==> src/ext_bus_consts.vh <==
// constants for the external bus mastership block
// Functional notes
// RQ1 - The request output goes active while an external access is wanted and drops after.
// RQ2 - With request_hold_bit set the request output stays active with no access pending.
// RQ3 - In stop or wait the request output is inactive if hold is 0 and keeps its level if 1.
// RQ4 - Only external access needs move the request output, never internal bus activity.
// RQ5 - Reset holds the request output inactive and puts the arbiter in the slave state.
// RQ6 - The outside arbiter changes the grant input only in step with core_clock_out.
// RQ7 - The outside arbiter drives grant active to name this device the next master.
// RQ8 - With grant active the device waits for the busy line to be inactive before mastering.
// RQ9 - When grant is removed the device leaves mastership at the end of the current bus cycle.
// RQ10 - Every master drives the busy line active while it uses the bus, in step with the clock.
// RQ11 - A pending master takes the bus only after busy goes inactive, then drives busy itself.
// RQ12 - A master may park, holding busy active after its accesses and reusing the bus.
// RQ13 - Busy is released by driving it high for a cycle and then letting it float.
// RQ14 - As master the column strobe is driven; off master with enable bit clear it floats.
// RQ15 - As master the bus clock runs only while bus_clock_enable_bit is set.
// RQ16 - A running bus clock leads core_clock_out by a quarter of a clock period.
// RQ17 - As master the inverted bus clock is the bus clock complement, else it floats.
`ifndef EXT_BUS_CONSTS_VH
`define EXT_BUS_CONSTS_VH

// ****************************************
// arbitration states
// ****************************************
`define ST_W        2
`define ST_SLAVE    2'h0
`define ST_MASTER   2'h1
`define ST_RELEASE  2'h2

// ****************************************
// clock phase generator
// ****************************************
`define PH_W        2
`define PH_RST      2'h0
`define PH_STEP     2'h1
`define PH_BUS_HI0  2'h1
`define PH_BUS_HI1  2'h2
`define PH_CORE_HI0 2'h2
`define PH_CORE_HI1 2'h3

// ****************************************
// pin levels
// ****************************************
`define LVL_HI      1'h1
`define LVL_LO      1'h0
`define SYNC_RST    3'h7

`endif

==> src/external_bus_mastership.v <==
// external bus arbitration, busy line, column strobe and bus clock outputs
`timescale 1ns/1ps
`include "ext_bus_consts.vh"

module external_bus_mastership (
    clk_sys,
    nrst,
    clk_en,
    ext_access_req,
    cycle_end,
    stop_wait,
    request_hold_bit,
    mastership_enable_bit,
    bus_clock_enable_bit,
    column_strobe_req,
    bus_grant_n_in,
    busy_n_in,
    bus_request_n_out,
    busy_n_out,
    busy_oe_n,
    column_strobe_n_out,
    column_strobe_oe_n,
    bus_clock_out,
    bus_clock_oe_n,
    bus_clock_n_out,
    bus_clock_n_oe_n,
    core_clock_out,
    is_master
);
    input  wire clk_sys;
    input  wire nrst;
    input  wire clk_en;
    input  wire ext_access_req;
    input  wire cycle_end;
    input  wire stop_wait;
    input  wire request_hold_bit;
    input  wire mastership_enable_bit;
    input  wire bus_clock_enable_bit;
    input  wire column_strobe_req;
    input  wire bus_grant_n_in;
    input  wire busy_n_in;
    output reg  bus_request_n_out;
    output reg  busy_n_out;
    output reg  busy_oe_n;
    output reg  column_strobe_n_out;
    output reg  column_strobe_oe_n;
    output reg  bus_clock_out;
    output reg  bus_clock_oe_n;
    output reg  bus_clock_n_out;
    output reg  bus_clock_n_oe_n;
    output reg  core_clock_out;
    output reg  is_master;

    // ****************************************
    // pin synchronisers
    // ****************************************
    // three stages; a change counts once stages two and three agree
    reg  [2:0]          grant_sync_q;
    reg  [2:0]          busy_sync_q;
    reg                 grant_n_q;
    reg                 busy_seen_n_q;

    always @(posedge clk_sys or negedge nrst) begin
        if (!nrst) begin
            grant_sync_q  <= `SYNC_RST;
            busy_sync_q   <= `SYNC_RST;
            grant_n_q     <= `LVL_HI;
            busy_seen_n_q <= `LVL_HI;
        end else if (clk_en) begin
            grant_sync_q <= {grant_sync_q[1:0], bus_grant_n_in};
            busy_sync_q  <= {busy_sync_q[1:0], busy_n_in};
            if (grant_sync_q[1] == grant_sync_q[2]) begin
                grant_n_q <= grant_sync_q[2];
            end
            if (busy_sync_q[1] == busy_sync_q[2]) begin
                busy_seen_n_q <= busy_sync_q[2];
            end
        end
    end

    wire granted   = ~grant_n_q;
    wire bus_free  = busy_seen_n_q;

    // ****************************************
    // arbitration state machine
    // ****************************************
    reg  [`ST_W-1:0]    state_q;
    reg  [`ST_W-1:0]    state_d;
    reg                 in_cycle_q;
    reg                 in_cycle_d;
    wire                cycle_done;

    // a master with no cycle open can hand over at once; an open cycle waits for cycle_end
    assign cycle_done = ~in_cycle_q | cycle_end;

    always @* begin
        state_d    = state_q;
        in_cycle_d = in_cycle_q;
        case (state_q)
            `ST_SLAVE: begin
                in_cycle_d = `LVL_LO;
                if (ext_access_req && granted && bus_free) begin // RQ8 RQ11
                    state_d    = `ST_MASTER;
                    in_cycle_d = `LVL_HI;
                end
            end
            `ST_MASTER: begin
                if (cycle_end) begin
                    in_cycle_d = `LVL_LO;
                end
                // a request in the closing cycle opens the next one: set wins
                if (ext_access_req) begin
                    in_cycle_d = `LVL_HI;
                end
                // stays here with no access while granted: bus parking
                if (!granted && cycle_done) begin // RQ9 RQ12
                    state_d    = `ST_RELEASE;
                    in_cycle_d = `LVL_LO;
                end
            end
            `ST_RELEASE: begin
                in_cycle_d = `LVL_LO;
                state_d    = `ST_SLAVE; // RQ13
            end
            default: begin
                in_cycle_d = `LVL_LO;
                state_d    = `ST_SLAVE;
            end
        endcase
    end

    always @(posedge clk_sys or negedge nrst) begin
        if (!nrst) begin
            state_q    <= `ST_SLAVE; // RQ5
            in_cycle_q <= `LVL_LO;
        end else if (clk_en) begin
            state_q    <= state_d;
            in_cycle_q <= in_cycle_d;
        end
    end

    wire master_d = (state_d == `ST_MASTER);

    // ****************************************
    // bus request
    // ****************************************
    // only external access needs and the hold bit feed this term
    reg req_n_d;

    always @* begin
        req_n_d = ~(ext_access_req | request_hold_bit); // RQ1 RQ2 RQ4
        if (stop_wait) begin
            req_n_d = request_hold_bit ? bus_request_n_out : `LVL_HI; // RQ3
        end
    end

    always @(posedge clk_sys or negedge nrst) begin
        if (!nrst) begin
            bus_request_n_out <= `LVL_HI; // RQ5
        end else if (clk_en) begin
            bus_request_n_out <= req_n_d;
        end
    end

    // ****************************************
    // busy line and mastership status
    // ****************************************
    always @(posedge clk_sys or negedge nrst) begin
        if (!nrst) begin
            busy_n_out <= `LVL_HI;
            busy_oe_n  <= `LVL_HI;
            is_master  <= `LVL_LO;
        end else if (clk_en) begin
            is_master <= master_d;
            case (state_d)
                `ST_MASTER: begin
                    busy_n_out <= `LVL_LO; // RQ10 RQ11
                    busy_oe_n  <= `LVL_LO;
                end
                `ST_RELEASE: begin
                    // active pull-up: drive high first, then float
                    busy_n_out <= `LVL_HI; // RQ13
                    busy_oe_n  <= `LVL_LO;
                end
                default: begin
                    busy_n_out <= `LVL_HI;
                    busy_oe_n  <= `LVL_HI; // RQ13
                end
            endcase
        end
    end

    // ****************************************
    // phase generator
    // ****************************************
    // core and bus clocks run at a quarter of clk_sys so a quarter lead is one step
    reg  [`PH_W-1:0]    phase_q;
    wire [`PH_W-1:0]    phase_d = phase_q + `PH_STEP;
    wire core_hi_d = (phase_d == `PH_CORE_HI0) | (phase_d == `PH_CORE_HI1);
    wire bus_hi_d  = (phase_d == `PH_BUS_HI0) | (phase_d == `PH_BUS_HI1);

    always @(posedge clk_sys or negedge nrst) begin
        if (!nrst) begin
            phase_q        <= `PH_RST;
            core_clock_out <= `LVL_LO;
        end else if (clk_en) begin
            phase_q        <= phase_d;
            core_clock_out <= core_hi_d;
        end
    end

    // ****************************************
    // column strobe and bus clock outputs
    // ****************************************
    wire bus_clk_run = master_d & bus_clock_enable_bit; // RQ15

    always @(posedge clk_sys or negedge nrst) begin
        if (!nrst) begin
            column_strobe_n_out <= `LVL_HI;
            column_strobe_oe_n  <= `LVL_HI;
            bus_clock_out       <= `LVL_LO;
            bus_clock_oe_n      <= `LVL_HI;
            bus_clock_n_out     <= `LVL_HI;
            bus_clock_n_oe_n    <= `LVL_HI;
        end else if (clk_en) begin
            // off master with the enable bit set the strobe is held inactive
            column_strobe_n_out <= master_d ? ~column_strobe_req : `LVL_HI; // RQ14
            column_strobe_oe_n  <= ~(master_d | mastership_enable_bit); // RQ14
            bus_clock_out       <= bus_clk_run & bus_hi_d; // RQ15 RQ16
            bus_clock_oe_n      <= ~master_d;
            bus_clock_n_out     <= ~(bus_clk_run & bus_hi_d); // RQ17
            bus_clock_n_oe_n    <= ~master_d; // RQ17
        end
    end

endmodule

==> config.mk <==
export PLATFORM = sky130hd
export DESIGN_NAME = external_bus_mastership
export DESIGN_NICKNAME = d
export VERILOG_FILES = /design/src/external_bus_mastership.v
export VERILOG_INCLUDE_DIRS = /design/src /design/src/src
export SDC_FILE = /design/constraint.sdc
export NUM_CORES = 1
export LEC_CHECK = 0
export ABC_AREA = 1
export BUFFER_PORTS_ARGS = -buffer_cell sky130_fd_sc_hd__buf_2
export CELL_PAD_IN_SITES_DETAIL_PLACEMENT = 0
export CELL_PAD_IN_SITES_GLOBAL_PLACEMENT = 1
export CORE_MARGIN = 5
export CORE_UTILIZATION = 44
export CTS_BUF_LIST = sky130_fd_sc_hd__clkbuf_4 sky130_fd_sc_hd__clkbuf_8
export DETAILED_ROUTE_END_ITERATION = 12
export PLACE_DENSITY_LB_ADDON = 0.1
export SLEW_MARGIN = 20
export SYNTH_ARGS = -nofsm -noshare
export SYNTH_HDL_FRONTEND = slang
export SYNTH_SLANG_ARGS = --single-unit
export TNS_END_PERCENT = 5
==> constraint.sdc <==
create_clock -name clk_sys -period 3.55 [get_ports clk_sys]
set_input_delay 0.355 -clock clk_sys [delete_from_list [all_inputs] [get_ports clk_sys]]
set_output_delay 0.355 -clock clk_sys [all_outputs]
set_load 0.005 [all_outputs]
# == Word-level counts from Yosys, hierarchy flattened ==
# Cells that the tools add are included.
# word_totals
register_bits,23
inputBits,12
output_inout_bits,11
wordCells,64
# classes
add_sub_neg,1
eq_ne,10
mux,13
bitwise,14
n_reduce_logical,9
# op_table
op,count
1-bit two-way mux,9
2-bit AND reduction,4
1-bit inverter,7
"2-bit by 1-bit == test with 1-bit output, second input constant",3
"2-bit == test, second input constant",3
1-bit OR,5
2-bit two-way mux,2
"4-bit inequality test, second input constant",1
2-bit one-hot mux with 2 select lines,1
1-bit logical AND,3
"2-bit by 1-bit adder with 2-bit output, second input constant",1
1-bit AND,2
1-bit == test,2
2-bit logical NOT,1
"2-bit inequality test, second input constant",1
1-bit one-hot mux with 2 select lines,1
2-bit OR reduction,1

# == Depth between registers and ports, before layout ==
# Gate-level depths: netlist (run 1).
# logic_depth
depth_word,9
depth_mapped,9
mapped_depth_nobuf,9

# == Least setup slack after synthesis (run 1) ==
# OpenSTA, ideal clock, no wires.
# synth_timing
path_kind,flip-flop to flip-flop
start,reg grant_n_q
end,reg column_strobe_oe_n
setup_ns,0.072
arrival_ns,1.240
required_ns,3.478
setup_slack_ns,2.239
stages_incl_launch_ff,7
path_buffers,0
path_cell_list,dfstp_2 -> inv_1 -> nand3_1 -> nand2_2 -> ha_1 -> or2_1 -> o21ai_1
# synth_via
elab_chain_len,8
elab_cells_between_ends,10
# synth_lines
element,line,rtl
from (decl),external_bus_mastership.v:60,reg grant_n_q;
from (signal assigned),external_bus_mastership.v:67,grant_n_q <= `LVL_HI;
from (signal assigned),external_bus_mastership.v:73,grant_n_q <= grant_sync_q[2];
1-bit inverter,external_bus_mastership.v:81,wire granted = ~grant_n_q;
1-bit logical AND (2 in series),external_bus_mastership.v:102,if (ext_access_req && granted && bus_free) begin
2-bit two-way mux,external_bus_mastership.v:102,
2-bit one-hot mux with 2 select lines (*),external_bus_mastership.v:99,case (state_q)
2-bit by 1-bit == test with 1-bit output (*),n/a,
1-bit OR (*),external_bus_mastership.v:228,column_strobe_oe_n <= ~(master_d | mastership_enable_bit);
1-bit inverter (*),external_bus_mastership.v:228,
to (signal assigned),external_bus_mastership.v:220,column_strobe_oe_n <= `LVL_HI;
to (signal assigned),external_bus_mastership.v:228,
to (decl),external_bus_mastership.v:46,output reg column_strobe_oe_n;
# Mark *: on every way between the ends. The rest lies on a longest branch, timed or not.
# A chain may end at the register's enable or synchronous reset.

# == Final worst setup path (run 1) ==
# Ends and elaborated chain as after synthesis.

==> reports/results.tsv, run 1 <==
metric	value	unit
status	complete, no violations	
TritonCTS clock tree	built	
P per Cell Area	541	mW/mm^2
fmax	706	MHz
Slew HR	67.7	%
Final Hold Fails	0	
final setup fails	0	
post-DR wirelength/cell	11.5	um
crit-path max cell delay	0.58	ns
clk buf depth	2	
GPL Wtd Cong	0.719	
Worst R2R Setup Slack	2.13	ns
Tot GR Track Use	12.3	%
#FFs+latches synth	22	
Initial Util	44.9	%
Antenna Cells	0	
clock sink total	22	
placed inst area	0.00107	sq mm
Die W	57.0	um
Layout Skew	0.000674	ns
Tightest Pin Transition	0.485	ns
Layout Nets	141	
layout cell share with drive strength beyond 1	34.6	%
CP max FO	4	
synthesized area	973	sq um
Setup crit start kind	flip-flop	
cell count after placement	150	
Std-Cell Rows	17	
slowest CP cell	dfstp_2	
initial antenna violation count	0	
CTS buffer count	3	
Syn Area/Cell	9.27	sq um
Ports	23	
Layout Cell Area excl Fill	0.00111	sq mm
mean number of vias per cell	4.68	
total negative setup slack	0	ns
non-filler cells in the finished layout	155	
DRT antenna net count	0	
worst min-delay path class	input port to flip-flop	
postcts setup bufs	0	
Hold Startpoint	mastership_enable_bit	
number of port buffers	22	
Util after Layout	51.3	%
Hold EP	column_strobe_oe_n	
die area	0.00325	sq mm
via count	725	
reg2reg path depth	6	
worst r2r src	grant_n_q	
first-pass GRT wire length	3150	um
Syn Nets	118	
sequential fraction of the synthesis area	58.4	%
Pre-antenna DRT Iters	4	
worst skew pair latency	0.31	ns
critical path type	flip-flop to flip-flop	
CP endpoint kind	flip-flop	
Max-Cap Viols	0	
commonest non-fill, non-tap cell in the layout	nand2_1	
Root Driver	clkbuf_4	
clk slew on worst S/H paths	0.12	ns
leading cell types in the layout, fill and taps excluded	nand2_1 (31), buf_2 (22), dfstp_2 (14), inv_1 (10), o21ai_0 (10)	
Die Y-Extent	57.0	um
Layout area overhead	14.3	%
DRC Markers	0	
total global routing overflow	0	
Crit path buffers/inverters	1	
synth unique cells	23	
pin count of the biggest net entering global routing	23	
H-tree depth	1	
hold depth	2	
worst path required time	3.80	ns
Final HPWL DP	1250	um
Mapped Cells	105	
Iter 0 DRT Violations	11	
FF-to-FF End	column_strobe_oe_n	
static leakage	0.561	nW
Final Cycle Share	39.9	%
Design Power	0.000602	W
Ys Warns	0	
Slew Limit Fails	0	
cell chain of the critical path	inv_1 > nand3_1 > nand2_2 > ha_1 > or2_1 > o21ai_1	
RSZ-0062 raised after global routing	false	
fin crit period	1.42	ns
Worst path top cell family by delay	flip-flops	
final wirelength	1780	um
maximum VDD drop	0.281	mV
Worst Path Arrival	1.66	ns
number of global-route vias before repair	717	
Core Box Area	0.00217	sq mm
==> cells in the mapped netlist <==
cell	instances	share of area (%)
a21oi_1	1	0.51
buf_2	1	0.51
buf_4	2	1.5
buf_6	1	1.2
buf_8	1	1.5
dfrtp_1	8	21
dfstp_2	14	38
ha_1	1	1.3
inv_1	10	3.9
inv_2	1	0.39
nand2_1	31	12
nand2_2	1	0.64
nand3_1	6	3.1
nor2_1	8	3.1
nor2_4	1	1.2
o211ai_1	1	0.77
o21a_1	1	0.77
o21ai_0	10	5.1
o21ai_1	2	1.0
o21ai_2	1	0.90
o31ai_1	1	0.77
or2_1	1	0.64
xor2_1	1	0.90
==> area by class of cell <==
cell class | instances | area, sq um
fill | 235 | 1060
sequential | 22 | 568
tap | 28 | 35.0
multi-input combinational | 67 | 318
inverter | 11 | 41.3
timing repair buffer | 23 | 120
clock buffer | 4 | 30.0
==> layer usage <==
layer | share of wire, % | GRT usage, % | vias to the layer above | wire length, um
li1 | - | - | 371 | -
met1 | 46 | 14.7 | 337 | 814
met2 | 48 | 21.4 | 15 | 860
met3 | 5.0 | 2.71 | 2 | 89
met4 | 0.79 | 4.97 | 0 | 14
met5 | 0 | 0 | - | 0
==> cells by family after synthesis <==
group / count (synthesis) / share of synthesized area [%]
buf+inv: 16 / 9.00
xor+xnor: 1 / 0.900
flops: 22 / 58.4
fa+ha+maj: 1 / 1.29
simple gates: 48 / 20.6
compound gates: 17 / 9.90
==> metrics by stage <==
step | hold WS, ns | setup slack, ns
final | 0.171 | 2.13
after floorplan | 0.0594 | 2.24
after global placement | 0.338 | 2.18
after global routing | 0.155 | 2.01
after detailed placement | 0.346 | 2.14
after CTS | 0.161 | 2.12
==> worst register-to-register path, cell delays in order, from the launching register on <==
cell	delay (ns)
dfstp_2	0.58
inv_1	0.05
nand3_1	0.09
nand2_2	0.09
ha_1	0.20
or2_1	0.24
o21ai_1	0.12
==> state kept, by name, indices dropped and copies added, names as in the netlist, 2 cells and up <==
register      flops
phase_q           2
grant_sync_q      3
busy_sync_q       3
state_q           2
==> how the worst max path moves through the flow <==
stage,startpoint,end,depth (start not counted)
after floorplan,grant_n_q,column_strobe_oe_n,6
final,grant_n_q,column_strobe_oe_n,6
after CTS,grant_n_q,column_strobe_oe_n,6
after global placement,clk_en,column_strobe_oe_n,4
after detailed placement,cycle_end,column_strobe_oe_n,9
after global routing,grant_n_q,column_strobe_oe_n,6
==> power breakdown <==
part           switching, W  total, W  internal [W]
combinational     0.0000715  0.000126     0.0000549
clock             0.0000772  0.000129     0.0000515
sequential        0.0000307  0.000347      0.000316
total              0.000179  0.000602      0.000423
==> timing repair <==
item,CTS,global route
gates resized for setup,0,0
setup endpoints to repair,0,0
hold buffers,1,0
endpoints found under the hold margin,1,0
No activity file was read; power rests on OpenSTA's default activity.
==> run 2, diff against run 1 <==
--- a/config.mk
+++ b/config.mk
@@ -11,7 +11,7 @@
 export CELL_PAD_IN_SITES_DETAIL_PLACEMENT = 0
 export CELL_PAD_IN_SITES_GLOBAL_PLACEMENT = 1
 export CORE_MARGIN = 5
-export CORE_UTILIZATION = 44
+export CORE_UTILIZATION = 40
 export CTS_BUF_LIST = sky130_fd_sc_hd__clkbuf_4 sky130_fd_sc_hd__clkbuf_8
 export DETAILED_ROUTE_END_ITERATION = 12
 export PLACE_DENSITY_LB_ADDON = 0.1
==> constraint.sdc (replaced) <==
create_clock -name clk_sys -period 1.42 [get_ports clk_sys]
set_input_delay 0.142 -clock clk_sys [delete_from_list [all_inputs] [get_ports clk_sys]]
set_output_delay 0.142 -clock clk_sys [all_outputs]
set_load 0.005 [all_outputs]
==> reports/results.tsv, run 2 (same netlist as run 1, synthesis figures left out) <==
metric	value	unit	change
first-pass GRT wire length	3110	um	-1.1%
die area	0.00352	sq mm	+8.2%
H-tree depth	1		unchanged
Iter 0 DRT Violations	10		-1
register area	568	sq um	unchanged
pin count of the biggest net entering global routing	23		unchanged
via count	749		+3.3%
fin crit period	1.35	ns	-0.0628 ns
worst skew pair latency	0.31	ns	about the same
DRT antenna net count	0		unchanged
Die Y-Extent	59.3	um	+4.0%
mean number of vias per cell	4.65		-0.54%
Antenna Cells	0		unchanged
clock sink total	22		unchanged
total global routing overflow	0		unchanged
Sw Share	29.0	%	-0.83 points
RSZ-0062 raised after global routing	true		
Filler Cell Count	209		-11%
Final Hold Fails	0		unchanged
Slew HR	67.9	%	+0.26 points
Layout Nets	147		+4.3%
Std-Cell Rows	17		unchanged
area of the multi-input gates	330	sq um	+3.9%
Root Driver	clkbuf_4		
cell count after placement	152		+1.3%
worst path required time	1.67	ns	-2.13 ns
Max-Cap Viols	0		unchanged
final wirelength	1810	um	+1.5%
sequential share of power	55.4	%	-2.2 points
Die W	59.3	um	+4.0%
status	complete, no violations		
clk slew on worst S/H paths	0.12	ns	about the same
Util after Layout	52.0	%	+0.74 points
GPL Wtd Cong	0.752		+4.6%
maximum VDD drop	0.575	mV	+100%
Layout area overhead	21.6	%	
post-DR wirelength/cell	11.2	um	-2.3%
Worst Path Arrival	1.60	ns	-0.06 ns
non-filler cells in the finished layout	161		+3.9%
static leakage	0.590	nW	+5.2%
Clk pwr share	22.0	%	+0.6 points
Layout Skew	0.000930	ns	+0.000256 ns
clk buf depth	2		unchanged
Setup crit start kind	flip-flop		
P per Cell Area	1320	mW/mm^2	+140%
CTS buffer count	3		unchanged
leading cell types in the layout, fill and taps excluded	nand2_1 (29), buf_2 (22), dfstp_2 (14), o21ai_0 (10), inv_1 (9)		
NetSw	0.000454	W	+150%
CP endpoint kind	flip-flop		
final setup fails	0		unchanged
Final HPWL DP	1250	um	-0.30%
number of global-route vias before repair	752		+4.9%
commonest non-fill, non-tap cell in the layout	nand2_1		
combinational power share	22.6	%	+1.6 points
number of port buffers	22		unchanged
Tightest Pin Transition	0.481	ns	-0.00391 ns
Top Registers	busy_sync_q (3), grant_sync_q (3)		
Ports	23		unchanged
Core Box Area	0.00228	sq mm	+4.9%
initial antenna violation count	0		unchanged
Tot GR Track Use	11.9	%	-0.43 points
Int Pwr	0.00111	W	+160%
CP max FO	4		unchanged
layout cell share with drive strength beyond 1	39.1	%	+4.5 points
fmax	739	MHz	+4.6%
critical path type	flip-flop to flip-flop		
worst min-delay path class	input port to flip-flop		
Initial Util	42.8	%	-2.1 points
Pre-antenna DRT Iters	4		unchanged
DRC Markers	0		unchanged
Slew Limit Fails	0		unchanged
Final Cycle Share	95.4	%	+55 points
TritonCTS clock tree	built		
run 2: changes by cell type in the layout (fill, tap and decap cells not counted), sizes merged:
| cell | before | now |
|---|---|---|
| buf | 22 | 25 |
| dlygate4sd3 | 1 | 4 |
run 2: what timing repair did:
item                       CTS  global route
hold endpoints to repair    10             1
setup endpoints to repair    0             2
gates resized for setup      0             5
buffers inserted             0             1
hold buffers                 3             1
run 2: path summary, 6_finish.rpt:
path | end | start | cells past startpoint | slack, ns
worst max-delay path | column_strobe_oe_n | grant_n_q | 6 | 0.07
worst min-delay path | column_strobe_n_out | column_strobe_req | 4 | 0.03
worst max register to register | column_strobe_oe_n | grant_n_q | 6 | 0.07
worst min register to register | busy_oe_n | busy_oe_n | 2 | 0.47
max in group asynchronous | busy_sync_q[0] | nrst | 2 | 0.76
min in group asynchronous | is_master | nrst | 2 | 0.31
run 2: power groups by stage:
| stage | registers (W) | logic, W | clock network, W |
|---|---|---|---|
| 3_3_place_gp | 0.000873 | 0.000329 | 0 |
| 6_report | 0.000868 | 0.000354 | 0.000345 |
| 3_5_place_dp | 0.000875 | 0.000332 | 0 |
| 4_1_cts | 0.000866 | 0.000339 | 0.000371 |
| 2_1_floorplan | 0.000872 | 0.000210 | 0 |
| 5_1_grt | 0.000889 | 0.000413 | 0.000399 |
run 2: layout make-up:
type / instances / share of cell area, %
multi-input combinational: 67 / 27.9
clock buffer: 4 / 3.07
inverter: 11 / 3.49
tap: 28 / 2.96
sequential: 22 / 48.0
timing repair buffer: 29 / 14.6
run 2: metal layers:
| layer | vias up | track usage (%) | wire length (um) |
|---|---|---|---|
| met5 | - | 0 | 0 |
| met4 | 0 | 7.77 | 48 |
| met3 | 5 | 2.40 | 136 |
| met2 | 21 | 19.8 | 825 |
| met1 | 339 | 13.6 | 795 |
| li1 | 384 | - | - |
run 2: worst max-delay path: stages (launching register included):
cell,delay [ns]
dfstp_2,0.59
nand2_2,0.07
nand2_2,0.07
nand2_2,0.05
ha_2,0.17
or2_1,0.22
o21ai_1,0.14
run 2: through the flow:
stage	hold slack [ns]	setup TNS, ns	total power, W	worst slack [ns]	instance area, sq um
finish	0.0299	0	0.00157	0.0659	1180
global route	0.0270	-0.0162	0.00170	-0.0162	1180
CTS	0.00798	0	0.00158	0.0160	1150
detailed placement	0.134	0	0.00121	0.0522	1090
global placement	0.128	0	0.00120	0.0922	1090
floorplan	-0.154	0	0.00108	0.109	973
